`src/cmbi_map.vh`:
```
// constants of the configurable host bus front end
`ifndef CMBI_MAP_VH
`define CMBI_MAP_VH
// host i/o window, address bits 19:2
`define CMBI_IO_BASE   18'h3fffc
// port register offsets inside the window
`define CMBI_OFS_PA    2'h0
`define CMBI_OFS_PB    2'h1
`define CMBI_OFS_PADIR 2'h2
`define CMBI_OFS_PBDIR 2'h3
// reset values
`define CMBI_RST_DIR   8'h00
`define CMBI_RST_DATA  8'h00
`define CMBI_RST_CS    11'h7ff
// field positions in the synchronised pin vector
`define CMBI_P_RDN     0
`define CMBI_P_WRN     1
`define CMBI_P_RW      2
`define CMBI_P_E       3
`define CMBI_P_ALE     4
`define CMBI_P_PSENN   5
`define CMBI_P_RST     6
`define CMBI_P_TOP     7
`define CMBI_P_PC      8
`define CMBI_P_ADR     11
`define CMBI_P_HD      27
`define CMBI_P_PA      43
`define CMBI_P_PB      51
`define CMBI_P_W       59
// chip-select index driven on the top port c line
`define CMBI_CS_TOP    4'ha
`endif

```
`src/cmbi_top.v`:
```
// configurable host bus front end: strobes, latches, decoder, ports
`timescale 1ns/10ps
`include "cmbi_map.vh"
// How it works
// - width select 0 gives a byte-wide host data path.
// - mux select 1 multiplexes address/data, 0 keeps them separate.
// - strobe style 0 uses read/write strobes, 1 uses direction plus enable.
// - top pin select 0 makes power-down input, 1 makes address bit 19.
// - the top pin is always an input.
// - latch polarity 0 makes the address latch strobe active high.
// - reset polarity 1 means active-high reset pin, 0 active low.
// - split 1 uses program store enable to separate code and data.
// - port a track 0 and field 00 make all port a lines i/o.
// - port b field ff makes i/o, 00 makes chip-select outputs.
// - port c field 000 inputs, 111 chip selects, 100 top only output.
// - driver type bit 1 gives open drain, 0 push-pull.
// - upper latch select 0 passes upper address transparently.
// - readback lock refuses configuration readback by programmers.
// - with lock set, normal host reads still return data.
// - power-down also silences the decoder; one device must stay awake.
// - decoder chip selects follow address ranges to wake other devices.
// - in separate mode the latch strobe is a general decoder input.
// - width select 1 gives a 16-bit host data path.
// - power-down input high puts the device in standby.
// - reset makes all i/o port lines inputs until directions are written.
module cmbi_top #(
  parameter DW = 16
) (
  input  wire          CLK,
  input  wire          RSTN,
  input  wire          CFG_DATA_WIDTH_SEL,
  input  wire          CFG_ADDR_DATA_MUX_SEL,
  input  wire          CFG_STROBE_STYLE_SEL,
  input  wire          CFG_TOP_PIN_FUNCTION_SEL,
  input  wire          CFG_LATCH_STROBE_POLARITY,
  input  wire          CFG_RESET_POLARITY_SEL,
  input  wire          CFG_CODE_DATA_SPLIT_SEL,
  input  wire          CFG_PORTA_TRACK_SEL,
  input  wire [7:0]    CFG_PORTA_BIT_FUNCTION,
  input  wire [7:0]    CFG_PORTB_BIT_FUNCTION,
  input  wire [2:0]    CFG_PORTC_BIT_FUNCTION,
  input  wire [7:0]    CFG_PORTA_DRIVER_TYPE,
  input  wire [7:0]    CFG_PORTB_DRIVER_TYPE,
  input  wire          CFG_UPPER_ADDR_LATCH_SEL,
  input  wire          CFG_READBACK_LOCK,
  input  wire          HOST_RESET,
  input  wire          RD_N,
  input  wire          WR_N,
  input  wire          RW,
  input  wire          E,
  input  wire          ALE,
  input  wire          PROGRAM_STORE_ENABLE_N,
  input  wire          TOP_PIN,
  input  wire [15:0]   ADDR_I,
  input  wire [DW-1:0] HD_I,
  output reg  [DW-1:0] HD_O,
  output reg  [1:0]    HD_OE,
  input  wire [7:0]    PA_I,
  output reg  [7:0]    PA_O,
  output reg  [7:0]    PA_OE,
  input  wire [7:0]    PB_I,
  output reg  [7:0]    PB_O,
  output reg  [7:0]    PB_OE,
  input  wire [2:0]    PC_I,
  output reg  [2:0]    PC_O,
  output reg  [2:0]    PC_OE,
  input  wire [DW-1:0] MEM_RDATA,
  output reg  [19:0]   MEM_ADDR,
  output reg           MEM_CODE_SEL,
  output reg           MEM_DATA_SEL,
  output reg           MEM_RD,
  output reg           MEM_WR,
  output reg  [DW-1:0] MEM_WDATA,
  output reg           POWER_DOWN,
  input  wire          PROG_RD_REQ,
  input  wire [1:0]    PROG_RD_SEL,
  output reg  [7:0]    PROG_RD_DATA,
  output reg           PROG_RD_DENIED
);

  // filtered pin value: moves only when stages two and three agree
  function [`CMBI_P_W-1:0] agree;
    input [`CMBI_P_W-1:0] s2;
    input [`CMBI_P_W-1:0] s3;
    input [`CMBI_P_W-1:0] old;
    begin
      agree = (s2 & s3) | (old & (s2 ^ s3));
    end
  endfunction

  // decoder term: one 64k region of the 20-bit space per select
  function hit;
    input [19:0] a;
    input [3:0]  idx;
    begin
      hit = (a[19:16] == idx);
    end
  endfunction

  // open-drain drives only a low; push-pull drives whenever enabled
  function [7:0] drv_en;
    input [7:0] en;
    input [7:0] val;
    input [7:0] od;
    begin
      drv_en = en & (~od | ~val);
    end
  endfunction

  wire [`CMBI_P_W-1:0] pins = {PB_I, PA_I, HD_I[15:0], ADDR_I, PC_I,
                               TOP_PIN, HOST_RESET, PROGRAM_STORE_ENABLE_N,
                               ALE, E, RW, WR_N, RD_N};

  reg  [`CMBI_P_W-1:0] s1_q;
  reg  [`CMBI_P_W-1:0] s2_q;
  reg  [`CMBI_P_W-1:0] s3_q;
  reg  [`CMBI_P_W-1:0] p_q;
  wire [`CMBI_P_W-1:0] p_d = agree(s2_q, s3_q, p_q);

  // three-stage synchroniser on every host bus, control and port pin
  always @(posedge CLK or negedge RSTN)
  begin
    if (!RSTN)
    begin
      s1_q <= {`CMBI_P_W{1'b0}};
      s2_q <= {`CMBI_P_W{1'b0}};
      s3_q <= {`CMBI_P_W{1'b0}};
      p_q  <= {`CMBI_P_W{1'b0}};
    end
    else
    begin
      s1_q <= pins;
      s2_q <= s1_q;
      s3_q <= s2_q;
      p_q  <= p_d;
    end
  end

  // captured configuration
  reg        ld_q;
  reg        w16_q;
  reg        mux_q;
  reg        sty_q;
  reg        top_q;
  reg        alp_q;
  reg        rsp_q;
  reg        spl_q;
  reg        trk_q;
  reg [7:0]  paf_q;
  reg [7:0]  pbf_q;
  reg [2:0]  pcf_q;
  reg [7:0]  pad_q;
  reg [7:0]  pbd_q;
  reg        ual_q;
  reg        lck_q;

  // configuration is loaded once after reset release
  always @(posedge CLK or negedge RSTN)
  begin
    if (!RSTN)
    begin
      ld_q  <= 1'b0;
      w16_q <= 1'b0;
      mux_q <= 1'b0;
      sty_q <= 1'b0;
      top_q <= 1'b0;
      alp_q <= 1'b0;
      rsp_q <= 1'b0;
      spl_q <= 1'b0;
      trk_q <= 1'b0;
      paf_q <= 8'h00;
      pbf_q <= 8'hff;
      pcf_q <= 3'h0;
      pad_q <= 8'h00;
      pbd_q <= 8'h00;
      ual_q <= 1'b0;
      lck_q <= 1'b1;
    end
    else if (!ld_q)
    begin
      ld_q  <= 1'b1;
      w16_q <= CFG_DATA_WIDTH_SEL;
      mux_q <= CFG_ADDR_DATA_MUX_SEL;
      sty_q <= CFG_STROBE_STYLE_SEL;
      top_q <= CFG_TOP_PIN_FUNCTION_SEL;
      alp_q <= CFG_LATCH_STROBE_POLARITY;
      rsp_q <= CFG_RESET_POLARITY_SEL;
      spl_q <= CFG_CODE_DATA_SPLIT_SEL;
      trk_q <= CFG_PORTA_TRACK_SEL;
      paf_q <= CFG_PORTA_BIT_FUNCTION;
      pbf_q <= CFG_PORTB_BIT_FUNCTION;
      pcf_q <= CFG_PORTC_BIT_FUNCTION;
      pad_q <= CFG_PORTA_DRIVER_TYPE;
      pbd_q <= CFG_PORTB_DRIVER_TYPE;
      ual_q <= CFG_UPPER_ADDR_LATCH_SEL;
      lck_q <= CFG_READBACK_LOCK;
    end
  end

  // decoded pin meaning under the captured configuration
  wire [15:0] hd_in  = p_q[`CMBI_P_HD+15:`CMBI_P_HD];
  wire [15:0] adr_in = p_q[`CMBI_P_ADR+15:`CMBI_P_ADR];
  wire [2:0]  pc_in  = p_q[`CMBI_P_PC+2:`CMBI_P_PC];
  wire        ale_on = p_q[`CMBI_P_ALE] ^ alp_q;
  wire        hrst   = ld_q & ~(p_q[`CMBI_P_RST] ^ rsp_q);
  wire        pdn    = ~top_q & p_q[`CMBI_P_TOP];
  wire        a19    = top_q & p_q[`CMBI_P_TOP];
  wire        program_store_enable   = ~p_q[`CMBI_P_PSENN];
  wire        rd_on  = sty_q ? (p_q[`CMBI_P_E] & p_q[`CMBI_P_RW])
                             : ~p_q[`CMBI_P_RDN];
  wire        wr_on  = sty_q ? (p_q[`CMBI_P_E] & ~p_q[`CMBI_P_RW])
                             : ~p_q[`CMBI_P_WRN];
  wire        act    = ld_q & ~pdn & ~hrst;

  reg  [15:0] alat_q;
  reg  [3:0]  ulat_q;
  reg         wr_q;
  reg  [15:0] wd_q;
  reg  [7:0]  pa_q;
  reg  [7:0]  pb_q;
  reg  [7:0]  pa_dir_q;
  reg  [7:0]  pb_dir_q;

  // upper address from port c inputs and the top pin
  wire [3:0]  up_pin = {a19, pc_in & ~pcf_q};
  wire [3:0]  up     = ual_q ? ulat_q : up_pin;
  wire [15:0] lo     = mux_q ? alat_q : adr_in;
  wire [19:0] a      = {up, lo};
  wire        io_hit = (a[19:2] == `CMBI_IO_BASE);
  wire [1:0]  ofs    = a[1:0];
  wire        wr_end = wr_q & ~wr_on;
  wire        code   = spl_q ? program_store_enable : ~a[15];

  // address latches capture while the latch strobe is active
  always @(posedge CLK or negedge RSTN)
  begin
    if (!RSTN)
    begin
      alat_q <= 16'h0000;
      ulat_q <= 4'h0;
    end
    else if (ale_on)
    begin
      alat_q <= hd_in;
      ulat_q <= up_pin;
    end
  end

  // port registers, written at the end of a host write
  always @(posedge CLK or negedge RSTN)
  begin
    if (!RSTN)
    begin
      wr_q     <= 1'b0;
      wd_q     <= 16'h0000;
      pa_q     <= `CMBI_RST_DATA;
      pb_q     <= `CMBI_RST_DATA;
      pa_dir_q <= `CMBI_RST_DIR;
      pb_dir_q <= `CMBI_RST_DIR;
    end
    else if (hrst)
    begin
      wr_q     <= 1'b0;
      pa_dir_q <= `CMBI_RST_DIR;
      pb_dir_q <= `CMBI_RST_DIR;
    end
    else
    begin
      wr_q <= wr_on & act;
      if (wr_on)
        wd_q <= hd_in;
      if (wr_end && io_hit)
      begin
        // 16-bit writes fill a and b together from one word
        if (w16_q)
        begin
          if (ofs == `CMBI_OFS_PA)
          begin
            pa_q <= wd_q[7:0];
            pb_q <= wd_q[15:8];
          end
          if (ofs == `CMBI_OFS_PADIR)
          begin
            pa_dir_q <= wd_q[7:0];
            pb_dir_q <= wd_q[15:8];
          end
        end
        else
        begin
          case (ofs)
            `CMBI_OFS_PA:    pa_q     <= wd_q[7:0];
            `CMBI_OFS_PB:    pb_q     <= wd_q[7:0];
            `CMBI_OFS_PADIR: pa_dir_q <= wd_q[7:0];
            default:         pb_dir_q <= wd_q[7:0];
          endcase
        end
      end
    end
  end

  // decoder, asleep while powered down
  reg [10:0] cs_n;
  integer    k;
  always @*
  begin
    cs_n = `CMBI_RST_CS;
    for (k = 0; k < 10; k = k + 1)
      cs_n[k] = ~(act & hit(a, k[3:0]));
    // separate mode lets the latch strobe act as a plain input
    cs_n[10] = ~(act & (hit(a, `CMBI_CS_TOP) |
                 (~mux_q & p_q[`CMBI_P_ALE])));
  end

  // port a line selection: i/o, latched address or track
  wire [7:0] pa_val = trk_q ? hd_in[7:0] :
                      ((paf_q & alat_q[7:0]) | (~paf_q & pa_q));
  wire [7:0] pa_en  = trk_q ? 8'hff : (paf_q | pa_dir_q);
  // port b line selection: i/o where field bit set, select otherwise
  wire [7:0] pb_val = (pbf_q & pb_q) | (~pbf_q & cs_n[7:0]);
  wire [7:0] pb_en  = (pbf_q & pb_dir_q) | ~pbf_q;

  // read data: ports in the i/o window, memory elsewhere
  reg [15:0] rd_val;
  always @*
  begin
    rd_val = MEM_RDATA[15:0];
    if (io_hit)
    begin
      case (ofs)
        `CMBI_OFS_PA:    rd_val = {p_q[`CMBI_P_PB+7:`CMBI_P_PB],
                                   p_q[`CMBI_P_PA+7:`CMBI_P_PA]};
        `CMBI_OFS_PB:    rd_val = {8'h00, p_q[`CMBI_P_PB+7:`CMBI_P_PB]};
        `CMBI_OFS_PADIR: rd_val = {pb_dir_q, pa_dir_q};
        default:         rd_val = {8'h00, pb_dir_q};
      endcase
    end
  end

  // configuration readback for programming equipment
  reg [7:0] cfg_byte;
  always @*
  begin
    case (PROG_RD_SEL)
      2'h0:    cfg_byte = {w16_q, mux_q, sty_q, top_q,
                           alp_q, rsp_q, spl_q, trk_q};
      2'h1:    cfg_byte = paf_q;
      2'h2:    cfg_byte = pbf_q;
      default: cfg_byte = {3'h0, pcf_q, ual_q, lck_q};
    endcase
  end

  // registered outputs
  always @(posedge CLK or negedge RSTN)
  begin
    if (!RSTN)
    begin
      HD_O           <= {DW{1'b0}};
      HD_OE          <= 2'h0;
      PA_O           <= 8'h00;
      PA_OE          <= 8'h00;
      PB_O           <= 8'h00;
      PB_OE          <= 8'h00;
      PC_O           <= 3'h7;
      PC_OE          <= 3'h0;
      MEM_ADDR       <= 20'h00000;
      MEM_CODE_SEL   <= 1'b0;
      MEM_DATA_SEL   <= 1'b0;
      MEM_RD         <= 1'b0;
      MEM_WR         <= 1'b0;
      MEM_WDATA      <= {DW{1'b0}};
      POWER_DOWN     <= 1'b0;
      PROG_RD_DATA   <= 8'h00;
      PROG_RD_DENIED <= 1'b0;
    end
    else
    begin
      HD_O  <= rd_val[DW-1:0];
      HD_OE <= {2{act & rd_on}} & {w16_q, 1'b1};
      PA_O  <= pa_val;
      PA_OE <= hrst ? 8'h00 : drv_en(pa_en, pa_val, pad_q);
      PB_O  <= pb_val;
      PB_OE <= hrst ? 8'h00 : drv_en(pb_en, pb_val, pbd_q);
      PC_O  <= cs_n[10:8] | ~pcf_q;
      PC_OE <= hrst ? 3'h0 : pcf_q;
      MEM_ADDR     <= a;
      MEM_CODE_SEL <= act & ~io_hit & code;
      MEM_DATA_SEL <= act & ~io_hit & ~code;
      MEM_RD       <= act & ~io_hit & (rd_on | (spl_q & program_store_enable));
      MEM_WR       <= act & ~io_hit & wr_on;
      MEM_WDATA    <= hd_in[DW-1:0];
      POWER_DOWN   <= ld_q & pdn;
      if (PROG_RD_REQ)
      begin
        PROG_RD_DATA   <= lck_q ? 8'h00 : cfg_byte;
        PROG_RD_DENIED <= lck_q;
      end
    end
  end

endmodule

```
`config.mk`:
```
export PLATFORM = sky130hd
export DESIGN_NAME = cmbi_top
export DESIGN_NICKNAME = d
export VERILOG_FILES = /design/src/cmbi_top.v
export VERILOG_INCLUDE_DIRS = /design/src
export SDC_FILE = /design/constraint.sdc
export NUM_CORES = 1
export LEC_CHECK = 0
export BUFFER_PORTS_ARGS = -buffer_cell sky130_fd_sc_hd__buf_2
export CORE_ASPECT_RATIO = 0.75
export CORE_MARGIN = 2
export CORE_UTILIZATION = 59
export CTS_BUF_LIST = sky130_fd_sc_hd__clkbuf_4 sky130_fd_sc_hd__clkbuf_8
export DETAILED_ROUTE_END_ITERATION = 10
export PLACE_DENSITY = 0.86
export SYNTH_ARGS = -nofsm -noshare
export SYNTH_HDL_FRONTEND = slang
export SYNTH_SLANG_ARGS = --single-unit
```
`constraint.sdc`:
```
create_clock -name CLK -period 2.7 [get_ports CLK]
set_input_delay 0.54 -clock CLK [delete_from_list [all_inputs] [get_ports CLK]]
set_output_delay 0.54 -clock CLK [all_outputs]
set_load 0.02 [all_outputs]
```
======== Word level (Yosys, flattened, before mapping) ========
Index checks and enable logic that the tools add are counted.
word-level totals
  bits of input ports ..................... 125
  logic and storage cells ................. 186
  output and inout bits ................... 106
  bits in registers ....................... 457
operators by class
  reductions and logical operators ........ 13
  multiplexer cells ....................... 26
  bitwise logic cells ..................... 84
  equal/unequal tests ..................... 18
operator list
  cell                                                                    count
  8-bit 2-to-1 mux                                                        16
  59-bit bitwise AND                                                      2
  59-bit OR                                                               1
  59-bit XOR                                                              1
  8-bit bitwise AND                                                       7
  8-bit NOT                                                               6
  8-bit OR                                                                6
  16-bit one-hot mux with 3 select lines                                  1
  16-bit 2-to-1 mux                                                       2
  1-bit bitwise AND                                                       29
  1-bit NOT                                                               24
  8-bit one-hot mux with 3 select lines                                   1
  18-bit equality test (second input constant)                            1
  4-bit by 3-bit equality test with 1-bit output (second input constant)  4
  4-bit equality test (second input constant)                             3
  4-bit by 2-bit equality test with 1-bit output (second input constant)  2
  3-bit by 1-bit != test with 1-bit output (second input constant)        2
  3-bit AND reduction                                                     2
  2-bit nonzero test                                                      3
  2-bit by 1-bit equality test with 1-bit output (second input constant)  2
  2-bit equality test (second input constant)                             2
  4-bit by 1-bit equality test with 1-bit output (second input constant)  1
  2-bit zero test                                                         2
  4-bit zero test                                                         1
  14 further kinds                                                        20

======== Longest topological paths before layout ========
  depth after elaboration ................. 13
  depth in mapped cells ................... 8
  mapped depth without buffers ............ 6

======== Worst setup path before layout ========
No wires, ideal clock.
  kind .................................... reg2reg
  start ................................... register ual_q
  end ..................................... register pa_q[0]
  setup slack ............................. 0.448 ns
  library setup time ...................... 0.125 ns
  arrival ................................. 2.127 ns
  cell stages (with the launch flop) ...... 9
  path buffers ............................ 2
  data required time ...................... 2.575 ns
  period minus slack after synthesis ...... 2.252 ns
  path through ............................ dfrtp_1 -> buf_6 -> or3b_1 -> and2_4 -> clkinv_4 -> nand3_4 -> or4_1 -> buf_6 -> mux2_4
on the way
  cells in the longest elaborated chain, start to end .. 4
ends and longest elaborated chain
  item                                   RTL line        source
  from (decl)                            cmbi_top.v:154  reg ual_q;
  from (signal assigned)                 cmbi_top.v:176  ual_q <= 1'b0;
  from (signal assigned)                 cmbi_top.v:195  ual_q <= CFG_UPPER_ADDR_LATCH_SEL;
  4-bit 2-to-1 mux                       cmbi_top.v:226  wire [3:0] up = ual_q ? ulat_q : up_pin;
  net up[2]                              cmbi_top.v:226
  18-bit equality test (no source line)  n/a
  1-bit logical AND                      cmbi_top.v:272  if (wr_end && io_hit)
  3-bit AND reduction (no source line)   n/a
  to (signal assigned)                   cmbi_top.v:256  pa_q <= `CMBI_RST_DATA;
  to (signal assigned)                   cmbi_top.v:279  pa_q <= wd_q[7:0];
  to (signal assigned)                   cmbi_top.v:291  `CMBI_OFS_PA: pa_q <= wd_q[7:0];
  to (decl)                              cmbi_top.v:219  reg [7:0] pa_q;
The timed path passes the listed nets, and every way through them passes these cells.
A chain may end at the register's enable or synchronous reset.

======== Final worst setup path ========
  start ................................... register ual_q
  end ..................................... register pb_dir_q[4]
on the way
  cells in the longest elaborated chain, start to end .. 5
ends and longest elaborated chain
  item                                   RTL line        source
  4-bit 2-to-1 mux                       cmbi_top.v:226
  18-bit equality test (no source line)  n/a
  1-bit logical AND                      cmbi_top.v:272
  2-bit nonzero test (no source line)    n/a
  3-bit AND reduction (no source line)   n/a
  to (signal assigned)                   cmbi_top.v:265  pb_dir_q <= `CMBI_RST_DIR;
  to (signal assigned)                   cmbi_top.v:285  pb_dir_q <= wd_q[15:8];
  to (signal assigned)                   cmbi_top.v:294  default: pb_dir_q <= wd_q[7:0];
  to (decl)                              cmbi_top.v:222  reg [7:0] pb_dir_q;
Every way passes these cells.

==> run_results.csv <==
group,metric,value,unit
power,internal-power,12.0,mW
clocking,clock-root-buffer,"clkbuf_8",
placement,portBuffers,230,
die,start_util,0.602,
placement,dp_hpwl,26700,µm
timing,worstMarginPinSlew,0.851,ns
setup_path,r2r_slack,0.24,ns
worst_hold_path,min_to,"s1_q[40]$_DFF_PN0_",
grt,grtUsageTotal,0.279,
yosys,ys.flop_type,"dfrtp_1",
yosys,ys_types,58,
yosys,synth.net_count,1283,
yosys,yosysWarningCount,0,
yosys,synth_edf_count,0,
die,core-area,27100,µm²
setup_path,rr_startpoint,"ual_q$_DFFE_PN0N_",
grt,antenna_found_initial,6,
clocking,cts_buffers,68,
setup_path,required,3.14,ns
yosys,syn_inst,1099,
die,row_count,52,
yosys,postSynth.asyncResetShare,1.00,
finish,final_cell_mix,"dfrtp_1 (444), buf_2 (229), mux2_2 (106), clkbuf_8 (90), nand2_1 (76)",
finish,final_layout_size_suffix_gt1_frac,0.363,
timing,rsz0062_at_grt,"no",
timing,setup_viol,0,
setup_path,timing.rr.end,"pb_dir_q[4]$_DFFE_PN0P_",
routing,drtPass1Iterations,6,
timing,fin_skew,0.0254,ns
yosys,ys_seq_elements,457,
power,power_frac_clock,0.376,
power,total_power,16.3,mW
setup_path,r2r_cells,8,
finish,nets,1576,
setup_path,start_kind,"flop",
placement,place_area,18000,µm²
worst_hold_path,hold_depth,1,
placement,numPlacedInstances,1670,
clocking,clk_latency,0.59,ns
grt,grt_pass1_wl,61100,µm
job,drv_cap,0,
power,ir_drop,0.521,mV
yosys,avgSynthCellArea,14.8,µm²
finish,area_growth_syn_to_layout,20.2,%
routing,vias_per_cell,5.69,
run_status,outcome,"finished, final reports clean",
clocking,cts_tree,"yes",
routing,vias,10228,
clocking,htreeDepth,3,
power,swShare,0.268,
power,power_density,833,nW/µm²
setup_path,crit_arrival,2.90,ns
finish,final_cells,1798,
die,die_area,29000,µm²
timing,post-route-period-util,0.911,
clocking,clk_path_buf_depth,3,
finish,final_cell_area,19600,µm²
setup_path,critPathMaxFanout,10,
die,fp.dieW,196,µm
routing,routed_wirelength,38800,µm
timing,max_clock_freq,407,MHz
die,die_y,148,µm
clocking,cts.sinks,457,
clocking,clkTransAtPathRegs,0.06,ns
routing,wire_per_inst,21.6,µm
worst_hold_path,worstHoldStart,"HD_I[13]",
timing,finalCriticalPeriod,2.46,ns
timing,finalMaxSlewViolations,0,
grt,grt_max_degree,82,
routing,route.detailed.drc,0,
timing,relSlewSlack,0.433,
timing,fin_hold_ws,0.0558,ns
power,total_leakage_power,9.74,nW
timing,hold_viol_final,0,
grt,gr-total-overflow,0,
power,p_comb_frac,0.129,
setup_path,path_class,"flop to flop",
clocking,cts_resized,0,
power,p_seq_frac,0.496,
grt,grt_pass1_vias,11039,
timing,fin_tns_setup,0,ns
power,p_switching,4.38,mW
routing,ant_nets,0,
routing,drt_iter0_drc,829,
die,ios,231,
worst_hold_path,hold_path_class,"input port to flop",
yosys,synth_area,16300,µm²
setup_path,critPathCaptureType,"flop",
finish,final_common_cell,"dfrtp_1",
placement,gp_congestion,0.896,
yosys,ys_seq_area_frac,0.702,
## state kept, by name (all words and copies together) (netlist names), 16 cells and up
signal / flops
p_q: 59
wd_q: 16
s3_q: 59
s1_q: 59
MEM_WDATA: 16
HD_O: 16
s2_q: 59
MEM_ADDR: 20
alat_q: 16
## cells in the mapped netlist (all sizes together), types with 2 or more instances
master	number	share of area
inv	27	0.0062
a21o	59	0.027
nor2	34	0.0078
o21ai	12	0.0037
xor2	3	0.0016
and2	15	0.0060
clkbuf	31	0.0071
and4	2	0.0011
nand3b	5	0.0023
and3	2	0.00077
nor4	2	0.0017
or3	2	0.00077
ha	59	0.045
nand4	21	0.0081
o31a	8	0.0043
nor3	14	0.0043
mux2	114	0.081
mux2i	13	0.0082
nor2b	2	0.00077
nand2b	12	0.0046
dfstp	12	0.019
nand3	11	0.0041
a211oi	16	0.0074
or3b	3	0.0016
nor3b	2	0.00092
o31ai	16	0.0074
a21oi	36	0.011
buf	9	0.0040
a221oi	8	0.0043
dfrtp	445	0.68
nand2	77	0.018
mux4	4	0.0058
o22ai	9	0.0035
## critical path, cell delays in order, from the launching register on
cell and delay, ns:
dfrtp_1 0.47, or3b_1 0.45, a222oi_1 0.34, buf_4 0.19
buf_4 0.10, nand4_1 0.08, buf_4 0.20, o31ai_1 0.35
a21oi_1 0.14
## power by group through the flow
stage               registers [mW]  logic, mW  clock network, mW
detailed placement            8.18       2.07                  0
CTS                           8.07       2.10               6.22
global placement              8.15       2.00                  0
finish                        8.10       2.10               6.14
floorplan                     8.25      0.963                  0
global route                  8.15       2.28               6.54
## per-stage QoR
stage | util | worst slack [ns]
2_1_floorplan | - | 0.448
3_3_place_gp | 0.666 | 0.344
3_5_place_dp | 0.666 | 0.232
4_1_cts | 0.723 | 0.200
5_1_grt | 0.724 | 0.151
6_report | 0.724 | 0.240
## cell families after synthesis
group | count (synthesis) | synth area share
multiplexers | 131 | 0.0946
other | 1 | 0.000230
flip-flops | 457 | 0.702
XOR/XNOR | 4 | 0.00215
AO/OA/AOI/OAI | 170 | 0.0718
adder cells (fa/ha/maj) | 59 | 0.0453
buffers and inverters | 68 | 0.0179
AND/OR/NAND/NOR | 209 | 0.0656
## worst max path at each step
stage,from,endpoint,slack (ns),cells after the start
after floorplan,ual_q$_DFFE_PN0N_,pa_q[0]$_DFFE_PN0P_,0.45,8
after CTS,ual_q$_DFFE_PN0N_,pa_dir_q[7]$_DFFE_PN0P_,0.20,5
after global placement,ual_q$_DFFE_PN0N_,pa_dir_q[1]$_DFFE_PN0P_,0.34,5
after detailed placement,ual_q$_DFFE_PN0N_,pa_dir_q[0]$_DFFE_PN0P_,0.23,5
final,ual_q$_DFFE_PN0N_,pb_dir_q[4]$_DFFE_PN0P_,0.24,8
after global routing,mux_q$_DFFE_PN0N_,pb_q[6]$_DFFE_PN0P_,0.15,6
## what timing repair did
action / CTS / global route
buffers inserted: 0 / 2
endpoints found under the hold margin: 51 / 0
hold buffers: 1 / 0
setup endpoints to repair: 0 / 8
## final cells by class
class,instances,area [µm²]
inverter,28,110
sequential,457,11500
timing repair buffer,263,1490
clock inverter,9,125
tap,351,439
clock buffer,112,1400
multi-input combinational,574,4570
antenna,4,10.0
fill,1657,7470
## metal layers
metal | global-route usage | up-vias | wire (µm) | part of all wire
met5 | 0 | - | 13 | 0.00033
met4 | 0.114 | 2 | 1220 | 0.032
met3 | 0.0881 | 106 | 3680 | 0.095
met2 | 0.421 | 471 | 17800 | 0.46
met1 | 0.384 | 5190 | 16100 | 0.41
li1 | - | 4459 | - | -
Power figures use the tool's default switching activity.
